File: config.mk
export PLATFORM = sky130hd
export DESIGN_NAME = pcop_port
export DESIGN_NICKNAME = d
export VERILOG_FILES = /design/src/inc/pcop_pkg.sv /design/src/verilog/pcop_port.sv /design/src/verilog/pcop_byte_lane.sv /design/src/verilog/pcop_track_loop.sv
export SDC_FILE = /design/constraint.sdc
export NUM_CORES = 1
export LEC_CHECK = 0
export ABC_CLOCK_PERIOD_IN_PS = 12450
export BUFFER_PORTS_ARGS = -buffer_cell sky130_fd_sc_hd__buf_2
export CORE_AREA = 2 2 88 90
export DETAILED_ROUTE_END_ITERATION = 16
export DIE_AREA = 0 0 90 92
export PLACE_DENSITY = 0.85
export SLEW_MARGIN = 20
export SYNTH_ARGS = -nofsm -noshare
export SYNTH_HDL_FRONTEND = slang
export SYNTH_HIERARCHICAL = 1
export SYNTH_SLANG_ARGS = --single-unit
File: constraint.sdc
create_clock -name clk -period 12.45 [get_ports clk]
set_input_delay 1.245 -clock clk [delete_from_list [all_inputs] [get_ports clk]]
set_output_delay 1.245 -clock clk [all_outputs]
set_load 0.01 [all_outputs]
File: src/inc/pcop_pkg.sv
// Constants shared by the position output port and its helpers.
// Assumes a single 10 MHz clock and a synchronous active-high reset.
package pcop_pkg;

  // Position word
  localparam int POS_W = 14;
  localparam int ERR_W = POS_W + 1;
  localparam int UPPER_W = 6;
  localparam int LOWER_W = 8;
  localparam int RES_DROP = 2;
  localparam logic signed [POS_W-1:0] POS_MAX = 14'sh1fff;
  localparam logic signed [POS_W-1:0] POS_MIN = 14'sh2000;
  localparam logic [RES_DROP-1:0] DROP_FILL = 2'h0;

  // Tracking loop
  localparam int FAULT_LSBS = 65;
  localparam logic signed [ERR_W-1:0] STEP_FINE = 15'sh0001;
  localparam logic signed [ERR_W-1:0] STEP_COARSE = 15'sh0004;
  localparam logic [ERR_W-1:0] THR_FINE = ERR_W'(FAULT_LSBS);
  localparam logic [ERR_W-1:0] THR_COARSE = ERR_W'(FAULT_LSBS << RES_DROP);

  // Timing
  localparam int CLK_PERIOD_NS = 100;
  localparam int FREEZE_SETTLE_NS = 500;
  localparam int FREEZE_SETTLE_CYC =
    (FREEZE_SETTLE_NS / CLK_PERIOD_NS) < 1 ? 1 :
    (FREEZE_SETTLE_NS / CLK_PERIOD_NS);

  // Register port
  localparam int ADDR_W = 4;
  localparam int DATA_W = 16;
  localparam int EVT_W = 2;
  localparam logic [ADDR_W-1:0] ADDR_STATUS = 4'h0;
  localparam logic [ADDR_W-1:0] ADDR_MASK = 4'h1;
  localparam logic [ADDR_W-1:0] ADDR_POSITION = 4'h2;
  localparam logic [ADDR_W-1:0] ADDR_FLAGS = 4'h3;
  localparam int EVT_FAULT_SET = 0;
  localparam int EVT_FAULT_CLR = 1;
  localparam logic [EVT_W-1:0] EVT_RESET = 2'h0;
  localparam logic [EVT_W-1:0] MASK_RESET = 2'h0;
  localparam logic [DATA_W-1:0] RDATA_IDLE = 16'h0000;

  // Clamp a widened sum back into the two's-complement range
  function automatic logic signed [POS_W-1:0] pcop_sat
    (input logic signed [ERR_W-1:0] v);
    logic signed [POS_W-1:0] r;
    r = v[POS_W-1:0];
    if (v > ERR_W'(POS_MAX))
      r = POS_MAX;
    else if (v < ERR_W'(POS_MIN))
      r = POS_MIN;
    return r;
  endfunction

endpackage

File: src/verilog/pcop_port.sv
// Top of the converter's parallel output port with a register port.
// Assumes all pins synchronous to clk; pads resolve data_oe.
//
// The address map and the address-and-strobe port were left to the implementer.
module pcop_port
  import pcop_pkg::*;
(
  input wire logic clk,
  input wire logic reset,
  input wire logic signed [POS_W-1:0] transducer_position,
  input wire logic resolution_select,
  input wire logic output_freeze_n,
  input wire logic upper_byte_enable_n,
  input wire logic lower_byte_enable_n,
  output logic [POS_W-1:0] data_out,
  output logic [POS_W-1:0] data_oe,
  output logic fault_n,
  input wire logic [ADDR_W-1:0] reg_addr,
  input wire logic [DATA_W-1:0] reg_wdata,
  input wire logic reg_write,
  input wire logic reg_read,
  output logic [DATA_W-1:0] reg_rdata,
  output logic irq
);

  localparam int settle_cyc = FREEZE_SETTLE_CYC;

  logic signed [POS_W-1:0] position;
  logic res_14_active;
  logic [POS_W-1:0] hold_reg;
  logic [POS_W-1:0] hold_next;
  logic [POS_W-1:0] mapped_word;
  logic fault_n_prev_reg;
  logic [EVT_W-1:0] events;
  logic [EVT_W-1:0] status_reg;
  logic [EVT_W-1:0] status_next;
  logic [EVT_W-1:0] mask_reg;
  logic [EVT_W-1:0] mask_next;
  logic [EVT_W-1:0] w1c;
  logic irq_reg;
  logic irq_next;
  logic [DATA_W-1:0] rdata_reg;
  logic [DATA_W-1:0] rdata_next;
  logic [DATA_W-1:0] read_mux;
  logic wr_status;
  logic wr_mask;
  logic [DATA_W-1:0] flags_word;
  // Lane outputs, joined onto the pins below
  logic [UPPER_W-1:0] upper_q;
  logic [UPPER_W-1:0] upper_oe;
  logic [LOWER_W-1:0] lower_q;
  logic [LOWER_W-1:0] lower_oe;

  // external strap, checked inside the loop
  pcop_track_loop u_loop (
    .clk(clk),
    .reset(reset),
    .transducer_position(transducer_position),
    .resolution_select(resolution_select),
    .position_reg(position),
    .fault_n_reg(fault_n),
    .res_14_active(res_14_active)
  );

  // MSB on bit 1, coarse LSBs zero-filled
  assign mapped_word = res_14_active ? position :
                       {position[POS_W-1:RES_DROP], DROP_FILL};

  assign hold_next = output_freeze_n ? mapped_word : hold_reg;

  always_ff @(posedge clk)
  begin
    if (reset)
      hold_reg <= '0;
    else
      hold_reg <= hold_next;
  end

  pcop_byte_lane #(.W(UPPER_W)) u_upper (
    .clk(clk),
    .reset(reset),
    .enable_n(upper_byte_enable_n),
    .data(hold_reg[POS_W-1:LOWER_W]),
    .q_reg(upper_q),
    .oe_reg(upper_oe)
  );

  pcop_byte_lane #(.W(LOWER_W)) u_lower (
    .clk(clk),
    .reset(reset),
    .enable_n(lower_byte_enable_n),
    .data(hold_reg[LOWER_W-1:0]),
    .q_reg(lower_q),
    .oe_reg(lower_oe)
  );

  // One driver per pin vector, upper lane on top
  assign data_out = {upper_q, lower_q};
  assign data_oe = {upper_oe, lower_oe};

  // Fault edges become interrupt events
  assign events[EVT_FAULT_SET] = fault_n_prev_reg & ~fault_n;
  assign events[EVT_FAULT_CLR] = ~fault_n_prev_reg & fault_n;

  assign wr_status = reg_write && (reg_addr == ADDR_STATUS);
  assign wr_mask = reg_write && (reg_addr == ADDR_MASK);
  assign w1c = wr_status ? reg_wdata[EVT_W-1:0] : EVT_RESET;
  // Set beats a same-cycle clear so no edge is lost
  assign status_next = (status_reg & ~w1c) | events;
  assign mask_next = wr_mask ? reg_wdata[EVT_W-1:0] : mask_reg;
  assign irq_next = |(status_next & mask_next);

  assign flags_word = DATA_W'({res_14_active, ~output_freeze_n, fault_n});

  always_comb
  begin
    if (reg_addr == ADDR_STATUS)
      read_mux = DATA_W'(status_reg);
    else if (reg_addr == ADDR_MASK)
      read_mux = DATA_W'(mask_reg);
    else if (reg_addr == ADDR_POSITION)
      read_mux = DATA_W'(position);
    else if (reg_addr == ADDR_FLAGS)
      read_mux = flags_word;
    else
      read_mux = RDATA_IDLE;
  end

  // Data stands for one cycle only, idle zero otherwise
  assign rdata_next = reg_read ? read_mux : RDATA_IDLE;

  // Idle level high, so no false edge after reset
  always_ff @(posedge clk)
  begin
    if (reset)
      fault_n_prev_reg <= 1'b1;
    else
      fault_n_prev_reg <= fault_n;
  end

  always_ff @(posedge clk)
  begin
    if (reset)
      status_reg <= EVT_RESET;
    else
      status_reg <= status_next;
  end

  always_ff @(posedge clk)
  begin
    if (reset)
      mask_reg <= MASK_RESET;
    else
      mask_reg <= mask_next;
  end

  // Registered so the pin never glitches on a decode
  always_ff @(posedge clk)
  begin
    if (reset)
      irq_reg <= 1'b0;
    else
      irq_reg <= irq_next;
  end

  always_ff @(posedge clk)
  begin
    if (reset)
      rdata_reg <= RDATA_IDLE;
    else
      rdata_reg <= rdata_next;
  end

  assign irq = irq_reg;
  assign reg_rdata = rdata_reg;
endmodule

File: src/verilog/pcop_byte_lane.sv
// One three-state byte lane of the parallel output.
// Assumes the enable is synchronous to clk; the pad resolves oe.
module pcop_byte_lane
  import pcop_pkg::*;
#(
  parameter int W = LOWER_W
)
(
  input wire logic clk,
  input wire logic reset,
  input wire logic enable_n,
  input wire logic [W-1:0] data,
  output logic [W-1:0] q_reg,
  output logic [W-1:0] oe_reg
);

  logic [W-1:0] oe_next;

  assign oe_next = {W{~enable_n}};

  always_ff @(posedge clk)
  begin
    if (reset)
    begin
      q_reg <= '0;
      oe_reg <= '0;
    end
    else
    begin
      q_reg <= data;
      oe_reg <= oe_next;
    end
  end

endmodule

File: src/verilog/pcop_track_loop.sv
// Digital tracking counter with saturation and error flag.
// Assumes the transducer position arrives as a synchronous word.
module pcop_track_loop
  import pcop_pkg::*;
(
  input wire logic clk,
  input wire logic reset,
  input wire logic signed [POS_W-1:0] transducer_position,
  input wire logic resolution_select,
  output logic signed [POS_W-1:0] position_reg,
  output logic fault_n_reg,
  output logic res_14_active
);

  logic signed [ERR_W-1:0] error;
  logic [ERR_W-1:0] error_mag;
  logic signed [ERR_W-1:0] step;
  logic signed [ERR_W-1:0] delta;
  logic [ERR_W-1:0] threshold;
  logic signed [POS_W-1:0] position_next;
  logic fault_n_next;
  logic sel_14_reg;
  logic sel_14_next;

  assign res_14_active = resolution_select & fault_n_reg;
  assign step = res_14_active ? STEP_FINE : STEP_COARSE;
  // threshold of strapped mode
  // Held while faulted, else the strap drops it and the flag chatters
  assign sel_14_next = fault_n_reg ? resolution_select : sel_14_reg;
  assign threshold = sel_14_reg ? THR_FINE : THR_COARSE;

  assign error = ERR_W'(transducer_position) - ERR_W'(position_reg);
  assign error_mag = error[ERR_W-1] ? ERR_W'(-error) : ERR_W'(error);
  assign delta = (error > step) ? step :
                 (error < -step) ? -step : error;
  assign position_next = pcop_sat(ERR_W'(position_reg) + delta);
  assign fault_n_next = (error_mag > threshold) ? 1'b0 : 1'b1;

  always_ff @(posedge clk)
  begin
    if (reset)
    begin
      position_reg <= '0;
      fault_n_reg <= 1'b1;
      sel_14_reg <= 1'b0;
    end
    else
    begin
      position_reg <= position_next;
      fault_n_reg <= fault_n_next;
      sel_14_reg <= sel_14_next;
    end
  end
endmodule

# Word-level counts from Yosys, hierarchy flattened
# Cells that the tools add are included.
# totals
regBits	68
in_bits	42
out_inout_bits	46
word_cells	62
# op_classes
add_sub_neg	4
order_cmp	5
n_eq_ne	3
muxes	15
n_bitwise	13
reduce_logical	7
# ops
op	count
2-to-1 mux 15 bit	3
greater-than comparator 15 bit	2
negator 15 bit	2
2-to-1 mux 16 bit	1
adder 14 x 15 -> 15 bit	1
greater-than comparator 15 x 14 -> 1 bit, second input constant	1
less-than comparator 15 x 14 -> 1 bit, second input constant	1
less-than comparator 15 bit	1
subtractor 14 x 14 -> 15 bit	1
2-to-1 mux 14 bit	1
2-to-1 mux 13 bit	1
2-to-1 mux 2 bit	5
2-to-1 mux 9 bit	1
== test 4 x 2 -> 1 bit, second input constant	2
2-to-1 mux 3 bit	2
NOT 1 bit	6
OR reduction 2 bit	3
bitwise AND 2 bit	2
== test 4 x 1 -> 1 bit, second input constant	1
zero test 4 bit	1
OR reduction 4 bit	1
bitwise AND 1 bit	3
logical AND 1 bit	2
NOT 2 bit	1
other kinds (2)	2

# Logic depth before layout (Yosys ltp)
# logic_depth
word_depth	10
ltp_mapped	26
mapped_depth_nobuf	25

# Modules after synthesis
# Netlist, hierarchy kept.
# modules_own_cells
module	n_inst	cells_each	area_per_inst_um2	seq_area_each_um2
pcop_track_loop	1	330	2617.5	320.3
pcop_port	1	110	1197.4	680.7
pcop_byte_lane at u_lower	1	25	286.5	180.2
pcop_byte_lane at u_upper	1	19	219.0	140.1

# Worst setup path after synthesis
# Ideal clock, no wire load.
# synth_path
path_kind	input-to-reg
start	in transducer_position[0]
end	reg u_loop.position_reg[10]
setup_time_ps	136
t_arrival_ps	6320
required_time_ps	12314
slack_ps	5995
path_stages	23
path_buffers	1
cell_sequence	inv_1 ha_1 inv_1 fa_1 a21o_1 a221oi_4 xnor2_1 or4_4 nor4_1 nand4_1 a21oi_1 mux2i_1 ha_1 fa_1 a211oi_1 o21ai_1 a41oi_1 o21a_1 o311ai_1 o21bai_1 mux2i_1 buf_6 o22ai_2
# synth_between
elab_chain_cells	8
word_cells_on_any_way	10
cone_classes	2 x add/sub; 4 x order compare; 4 x mux
# synth_rtl
item	line_no	rtl
start: declaration	pcop_port.sv:10	input wire logic signed [POS_W-1:0] transducer_position,
subtractor 14 x 14 -> 15 bit (*)	pcop_track_loop.sv:32	assign error = ERR_W'(transducer_position) - ERR_W'(position_reg);
less-than comparator 15 bit	pcop_track_loop.sv:35	(error < -step) ? -step : error;
2-to-1 mux 15 bit	pcop_track_loop.sv:35	
2-to-1 mux 15 bit (*)	pcop_track_loop.sv:34	assign delta = (error > step) ? step :
adder 14 x 15 -> 15 bit (*)	pcop_track_loop.sv:36	assign position_next = pcop_sat(ERR_W'(position_reg) + delta);
less-than comparator 15 x 14 -> 1 bit	pcop_pkg.sv:50	else if (v < ERR_W'(POS_MIN))
2-to-1 mux 14 bit	pcop_pkg.sv:50	
2-to-1 mux 13 bit (*)	pcop_pkg.sv:48	if (v > ERR_W'(POS_MAX))
end signal: assignment	pcop_track_loop.sv:49	position_reg <= position_next;
end: declaration	pcop_track_loop.sv:10	output logic signed [POS_W-1:0] position_reg,
# Mark *: on every way between the ends. The rest lies on a longest branch, timed or not.
# A chain may end at the register's enable or synchronous reset.

# Final worst setup path
# layout_path
start	in transducer_position[0]
end	reg u_loop.position_reg[1]
# Same word-level chain as after synthesis.

==> impl_results.html <==
<table>
<tr><th>Metric</th><th>Value</th></tr>
<tr><th colspan="2">Yosys</th></tr>
<tr><td>Post-synthesis sequential element count</td><td>66</td></tr>
<tr><td>Largest family of logic cells by synthesized area</td><td>compound AO/OA/AOI/OAI gates</td></tr>
<tr><td>Number of nets produced by synthesis</td><td>565</td></tr>
<tr><td>Post-synthesis adder-cell area fraction</td><td>11.6%</td></tr>
<tr><td>Cell count after synthesis</td><td>484</td></tr>
<tr><td>Distinct cells, synth</td><td>66</td></tr>
<tr><td>Post-synthesis area per instance</td><td>8.93 um2</td></tr>
<tr><td>Proportion of synthesized chip area in sequential cells</td><td>30.6%</td></tr>
<tr><td>Share of synthesized area spent on multiplexers</td><td>6.66%</td></tr>
<tr><td>Cell type with the highest aggregate area in the netlist</td><td>sky130_fd_sc_hd__dfxtp_1</td></tr>
<tr><td>Cell types with the largest area share after synthesis</td><td>sky130_fd_sc_hd__dfxtp_1 31%, sky130_fd_sc_hd__ha_1 11%, sky130_fd_sc_hd__mux2i_1 5.1%</td></tr>
<tr><td>Synthesis warning total</td><td>6</td></tr>
<tr><td>Main synth FF type</td><td>sky130_fd_sc_hd__dfxtp_1</td></tr>
<tr><td>Asr flop ratio synth</td><td>0%</td></tr>
<tr><td>Count of flip-flops with a built-in enable after synthesis</td><td>0</td></tr>
<tr><td>Simple-gate area share of the yosys netlist</td><td>19.2%</td></tr>
<tr><td>Xor and xnor area share after synthesis</td><td>5.07%</td></tr>
<tr><td>Complex-gate fraction of the synthesized area</td><td>19.6%</td></tr>
<tr><td>Top-area cell type share of the netlist area</td><td>30.6%</td></tr>
<tr><td>Area of the mapped netlist</td><td>0.00432 mm2</td></tr>
<tr><th colspan="2">Global routing</th></tr>
<tr><td>Overall fraction of global-route tracks in use</td><td>21.0%</td></tr>
<tr><td>Wire length of the first global-routing pass</td><td>14.4 mm</td></tr>
<tr><td>Initial antenna violation count</td><td>0</td></tr>
<tr><td>Vias in the first global route</td><td>3227</td></tr>
<tr><td>Pin count of the biggest net entering global routing</td><td>55</td></tr>
<tr><td>Global route total overflow</td><td>0</td></tr>
<tr><th colspan="2">Detailed routing</th></tr>
<tr><td>Post-detailed-route via-to-cell ratio</td><td>5.57</td></tr>
<tr><td>Post-Route WL</td><td>8.80 mm</td></tr>
<tr><td>Count of vias placed by the detailed router</td><td>3610</td></tr>
<tr><td>Routed length per instance</td><td>13.6 um</td></tr>
<tr><td>Final routed DRC violation total</td><td>0</td></tr>
<tr><td>Count of routing violations after the opening detailed-route iteration</td><td>159</td></tr>
<tr><td>DRT Pass-1 Iters</td><td>4</td></tr>
<tr><td>Post-detailed-route count of antenna-violating nets</td><td>0</td></tr>
<tr><th colspan="2">Finish</th></tr>
<tr><td>Antenna diode count</td><td>0</td></tr>
<tr><td>Post-layout nets</td><td>624</td></tr>
<tr><td>Final standard cell utilization of the core</td><td>64.6%</td></tr>
<tr><td>Layout fillers</td><td>619</td></tr>
<tr><td>Cell area after layout</td><td>0.00481 mm2</td></tr>
<tr><td>Synthesis-to-layout area growth</td><td>11.4%</td></tr>
<tr><td>Fraction of layout cells with a size suffix above 1</td><td>20.9%</td></tr>
<tr><th colspan="2">STA</th></tr>
<tr><td>Unrepaired setup endpoints after global routing</td><td>no</td></tr>
<tr><td>Post-route fraction of the period consumed by the critical path</td><td>57.3%</td></tr>
<tr><td>Number of slew-limit violations in the final report</td><td>0</td></tr>
<tr><td>Worst-Margin Slew</td><td>728 ps</td></tr>
<tr><td>Post-layout minimum cycle time</td><td>7140 ps</td></tr>
<tr><td>Upper clock frequency limit</td><td>140 MHz</td></tr>
<tr><td>Total negative slack for setup checks</td><td>0 ps</td></tr>
<tr><td>Final Hold Vio Count</td><td>0</td></tr>
<tr><td>Worst-case headroom to the max-slew limit</td><td>51.1%</td></tr>
<tr><td>Number of setup violations in the final report</td><td>0</td></tr>
<tr><td>Fin Clk Skew</td><td>5.84 ps</td></tr>
<tr><th colspan="2">Floorplanning</th></tr>
<tr><td>Starting density of the core</td><td>58.0%</td></tr>
<tr><td>Count of pins on the block boundary</td><td>88</td></tr>
<tr><td>Die Y</td><td>92 um</td></tr>
<tr><td>Die area</td><td>0.00828 mm2</td></tr>
<tr><td>Row cnt</td><td>32</td></tr>
<tr><td>Core outline area</td><td>0.00745 mm2</td></tr>
<tr><td>Chip width</td><td>90 um</td></tr>
<tr><th colspan="2">Worst hold path</th></tr>
<tr><td>Start point of the worst min-delay path</td><td>hold_reg[9]$_SDFFE_PP0P_</td></tr>
<tr><td>Min-Delay Path Class</td><td>reg -&gt; reg</td></tr>
<tr><td>Hold Crit Depth</td><td>1</td></tr>
<tr><td>Worst Hold Path EP</td><td>u_upper/q_reg[1]$_SDFF_PP0_</td></tr>
<tr><th colspan="2">Place</th></tr>
<tr><td>Number of port buffers</td><td>73</td></tr>
<tr><td>GPL Wtd Cong</td><td>0.874</td></tr>
<tr><td>Post-DP Area</td><td>0.00465 mm2</td></tr>
<tr><td>Detail Placement HPWL</td><td>6.95 mm</td></tr>
<tr><th colspan="2">Run</th></tr>
<tr><td>Max-cap violation count</td><td>0</td></tr>
<tr><th colspan="2">Run status</th></tr>
<tr><td>Result of the run</td><td>complete, no violations</td></tr>
<tr><th colspan="2">Power and ir drop</th></tr>
<tr><td>Leakage power</td><td>2.21 nW</td></tr>
<tr><td>Worst VDD drop</td><td>136 uV</td></tr>
<tr><td>Power density cells</td><td>238 mW/mm2</td></tr>
<tr><th colspan="2">Worst setup path</th></tr>
<tr><td>R2R Path Start</td><td>u_loop/position_reg[0]$_SDFF_PP0_</td></tr>
<tr><td>Critical Path AT</td><td>7350 ps</td></tr>
<tr><td>CP startpoint kind</td><td>input pin</td></tr>
<tr><td>Reg-to-Reg End</td><td>u_loop/position_reg[1]$_SDFF_PP0_</td></tr>
<tr><td>FF-to-FF path depth</td><td>25</td></tr>
<tr><td>Largest fanout on the critical path</td><td>17</td></tr>
<tr><td>Sort of element at the end of the critical path</td><td>flip-flop</td></tr>
<tr><td>Setup Crit Path Kind</td><td>in -&gt; reg</td></tr>
<tr><td>Worst reg-to-reg setup slack</td><td>5930 ps</td></tr>
<tr><td>Required time of the worst setup path</td><td>12670 ps</td></tr>
<tr><th colspan="2">Clock tree</th></tr>
<tr><td>Number of gates resized after CTS</td><td>0</td></tr>
<tr><td>Clk Tree Root Cell</td><td>sky130_fd_sc_hd__clkbuf_8</td></tr>
<tr><td>Post-CTS Hold Fix Bufs</td><td>0</td></tr>
<tr><td>Level count of the clock H-tree</td><td>3</td></tr>
<tr><td>Total setup buffers inserted after CTS</td><td>0</td></tr>
<tr><td>Deepest clock path buffer count</td><td>2</td></tr>
<tr><td>Later-pin clock latency in the skew report</td><td>320 ps</td></tr>
<tr><td>Clock transition at path regs</td><td>60 ps</td></tr>
<tr><td>TritonCTS clock tree</td><td>yes</td></tr>
<tr><td>Number of buffers inserted during clock tree synthesis</td><td>9</td></tr>
<tr><td>TritonCTS sink count</td><td>66</td></tr>
</table>
synth_stat cells, drive strengths merged, types with 2 or more instances:
library cell	instances
a211oi	13
a21o	7
a21oi	25
a22oi	4
a31oi	2
a32oi	2
a41oi	3
and2	15
and3	4
buf	23
clkbuf	6
dfxtp	66
fa	2
ha	37
inv	33
mux2	2
mux2i	22
mux4	2
nand2	24
nand2b	6
nand3	7
nand3b	4
nand4	4
nor2	43
nor2b	19
nor3	11
nor4	5
nor4b	3
o211ai	4
o21a	15
o21ai	11
o21bai	4
o22ai	5
o311ai	3
o32ai	2
or3	6
xnor2	13
xor2	12
worst max-delay path by stage:
stage                                start                                 end  slack, ps  cells past startpoint
floorplan           transducer_position[0]  u_loop/position_reg[10]$_SDFF_PP0_       5990                     23
global placement    transducer_position[0]   u_loop/position_reg[0]$_SDFF_PP0_       5290                     27
detailed placement  transducer_position[0]   u_loop/position_reg[0]$_SDFF_PP0_       5210                     27
CTS                 transducer_position[0]   u_loop/position_reg[1]$_SDFF_PP0_       5450                     27
global route        transducer_position[0]   u_loop/position_reg[1]$_SDFF_PP0_       4950                     27
finish              transducer_position[0]   u_loop/position_reg[1]$_SDFF_PP0_       5310                     27
report_power, final:
group,total (W),internal (W),switching (W)
Clock,0.000144,0.0000747,0.0000689
Sequential,0.000279,0.000245,0.0000341
Combinational,0.000722,0.000303,0.000419
area by class of cell:
class / instances / area (um2) / area share [%]
clock buffers: 11 / 141 / 2.94
inverters: 33 / 124 / 2.57
clock inverters: 3 / 17.5 / 0.364
well taps: 102 / 128 / 2.65
multi-input cells: 356 / 2690 / 55.8
repair buffers: 77 / 395 / 8.21
flip-flops and latches: 66 / 1320 / 27.4
placed cells by master, fill, tap and decap left out, types with 6 or more instances in the layout:
master | netlist | layout
sky130_fd_sc_hd__a211oi_1 | 6 | 6
sky130_fd_sc_hd__a211oi_2 | 7 | 7
sky130_fd_sc_hd__a21o_1 | 7 | 7
sky130_fd_sc_hd__a21oi_1 | 25 | 25
sky130_fd_sc_hd__and2_1 | 15 | 15
sky130_fd_sc_hd__buf_2 | 4 | 73
sky130_fd_sc_hd__clkbuf_8 | 0 | 10
sky130_fd_sc_hd__dfxtp_1 | 66 | 66
sky130_fd_sc_hd__ha_1 | 37 | 37
sky130_fd_sc_hd__inv_1 | 32 | 32
sky130_fd_sc_hd__mux2i_1 | 22 | 22
sky130_fd_sc_hd__nand2_1 | 23 | 23
sky130_fd_sc_hd__nand2b_1 | 6 | 6
sky130_fd_sc_hd__nand3_1 | 7 | 7
sky130_fd_sc_hd__nor2_1 | 43 | 43
sky130_fd_sc_hd__nor2b_1 | 19 | 19
sky130_fd_sc_hd__nor3_1 | 10 | 10
sky130_fd_sc_hd__o21a_1 | 15 | 15
sky130_fd_sc_hd__o21ai_0 | 9 | 9
sky130_fd_sc_hd__or3_1 | 6 | 6
sky130_fd_sc_hd__xnor2_1 | 13 | 13
sky130_fd_sc_hd__xor2_1 | 12 | 12
logic make-up (layout without fill, tap and decap cells):
family                   count (synthesis)  in the layout
AND/OR/NAND/NOR                        155            155
AO/OA/AOI/OAI                          111            111
flip-flops                              66             66
buffers and inverters                   62            124
adder cells (fa/ha/maj)                 39             39
multiplexers                            26             26
XOR/XNOR                                25             25
metrics by stage:
stage	setup slack [ps]	hold WS (ps)	instances	power, W
finish	5310	463	648	0.00114
global route	4950	476	648	0.00124
CTS	5450	465	648	0.00114
detailed placement	5210	450	634	0.000991
global placement	5290	447	634	0.000961
floorplan	5990	434	484	0.000859
layer usage:
layer | vias up | share of wire (%) | global-route usage [%]
met5 | - | 0 | 0
met4 | 0 | 0.93 | 6.67
met3 | 8 | 4.7 | 3.53
met2 | 98 | 48 | 35.3
met1 | 1673 | 46 | 27.7
li1 | 1831 | - | -
worst max-delay path: stages:
cell,delay (ps)
sky130_fd_sc_hd__buf_2,90
sky130_fd_sc_hd__inv_1,50
sky130_fd_sc_hd__ha_1,190
sky130_fd_sc_hd__inv_1,60
sky130_fd_sc_hd__fa_1,410
sky130_fd_sc_hd__a21o_1,220
sky130_fd_sc_hd__a221oi_4,330
sky130_fd_sc_hd__o21a_1,210
sky130_fd_sc_hd__o21ai_1,90
sky130_fd_sc_hd__buf_4,200
sky130_fd_sc_hd__or3_1,400
sky130_fd_sc_hd__nor2_1,120
sky130_fd_sc_hd__nand4_1,100
sky130_fd_sc_hd__ha_1,480
sky130_fd_sc_hd__a21oi_1,210
sky130_fd_sc_hd__mux2i_1,210
sky130_fd_sc_hd__ha_1,200
sky130_fd_sc_hd__fa_1,250
sky130_fd_sc_hd__a211oi_1,110
sky130_fd_sc_hd__o21ai_1,240
sky130_fd_sc_hd__a41oi_1,270
sky130_fd_sc_hd__o21a_1,270
sky130_fd_sc_hd__o311ai_1,500
sky130_fd_sc_hd__nor3b_1,250
sky130_fd_sc_hd__mux2i_1,100
sky130_fd_sc_hd__buf_4,210
sky130_fd_sc_hd__a211oi_1,300
No activity file was read; power rests on OpenSTA's default activity.
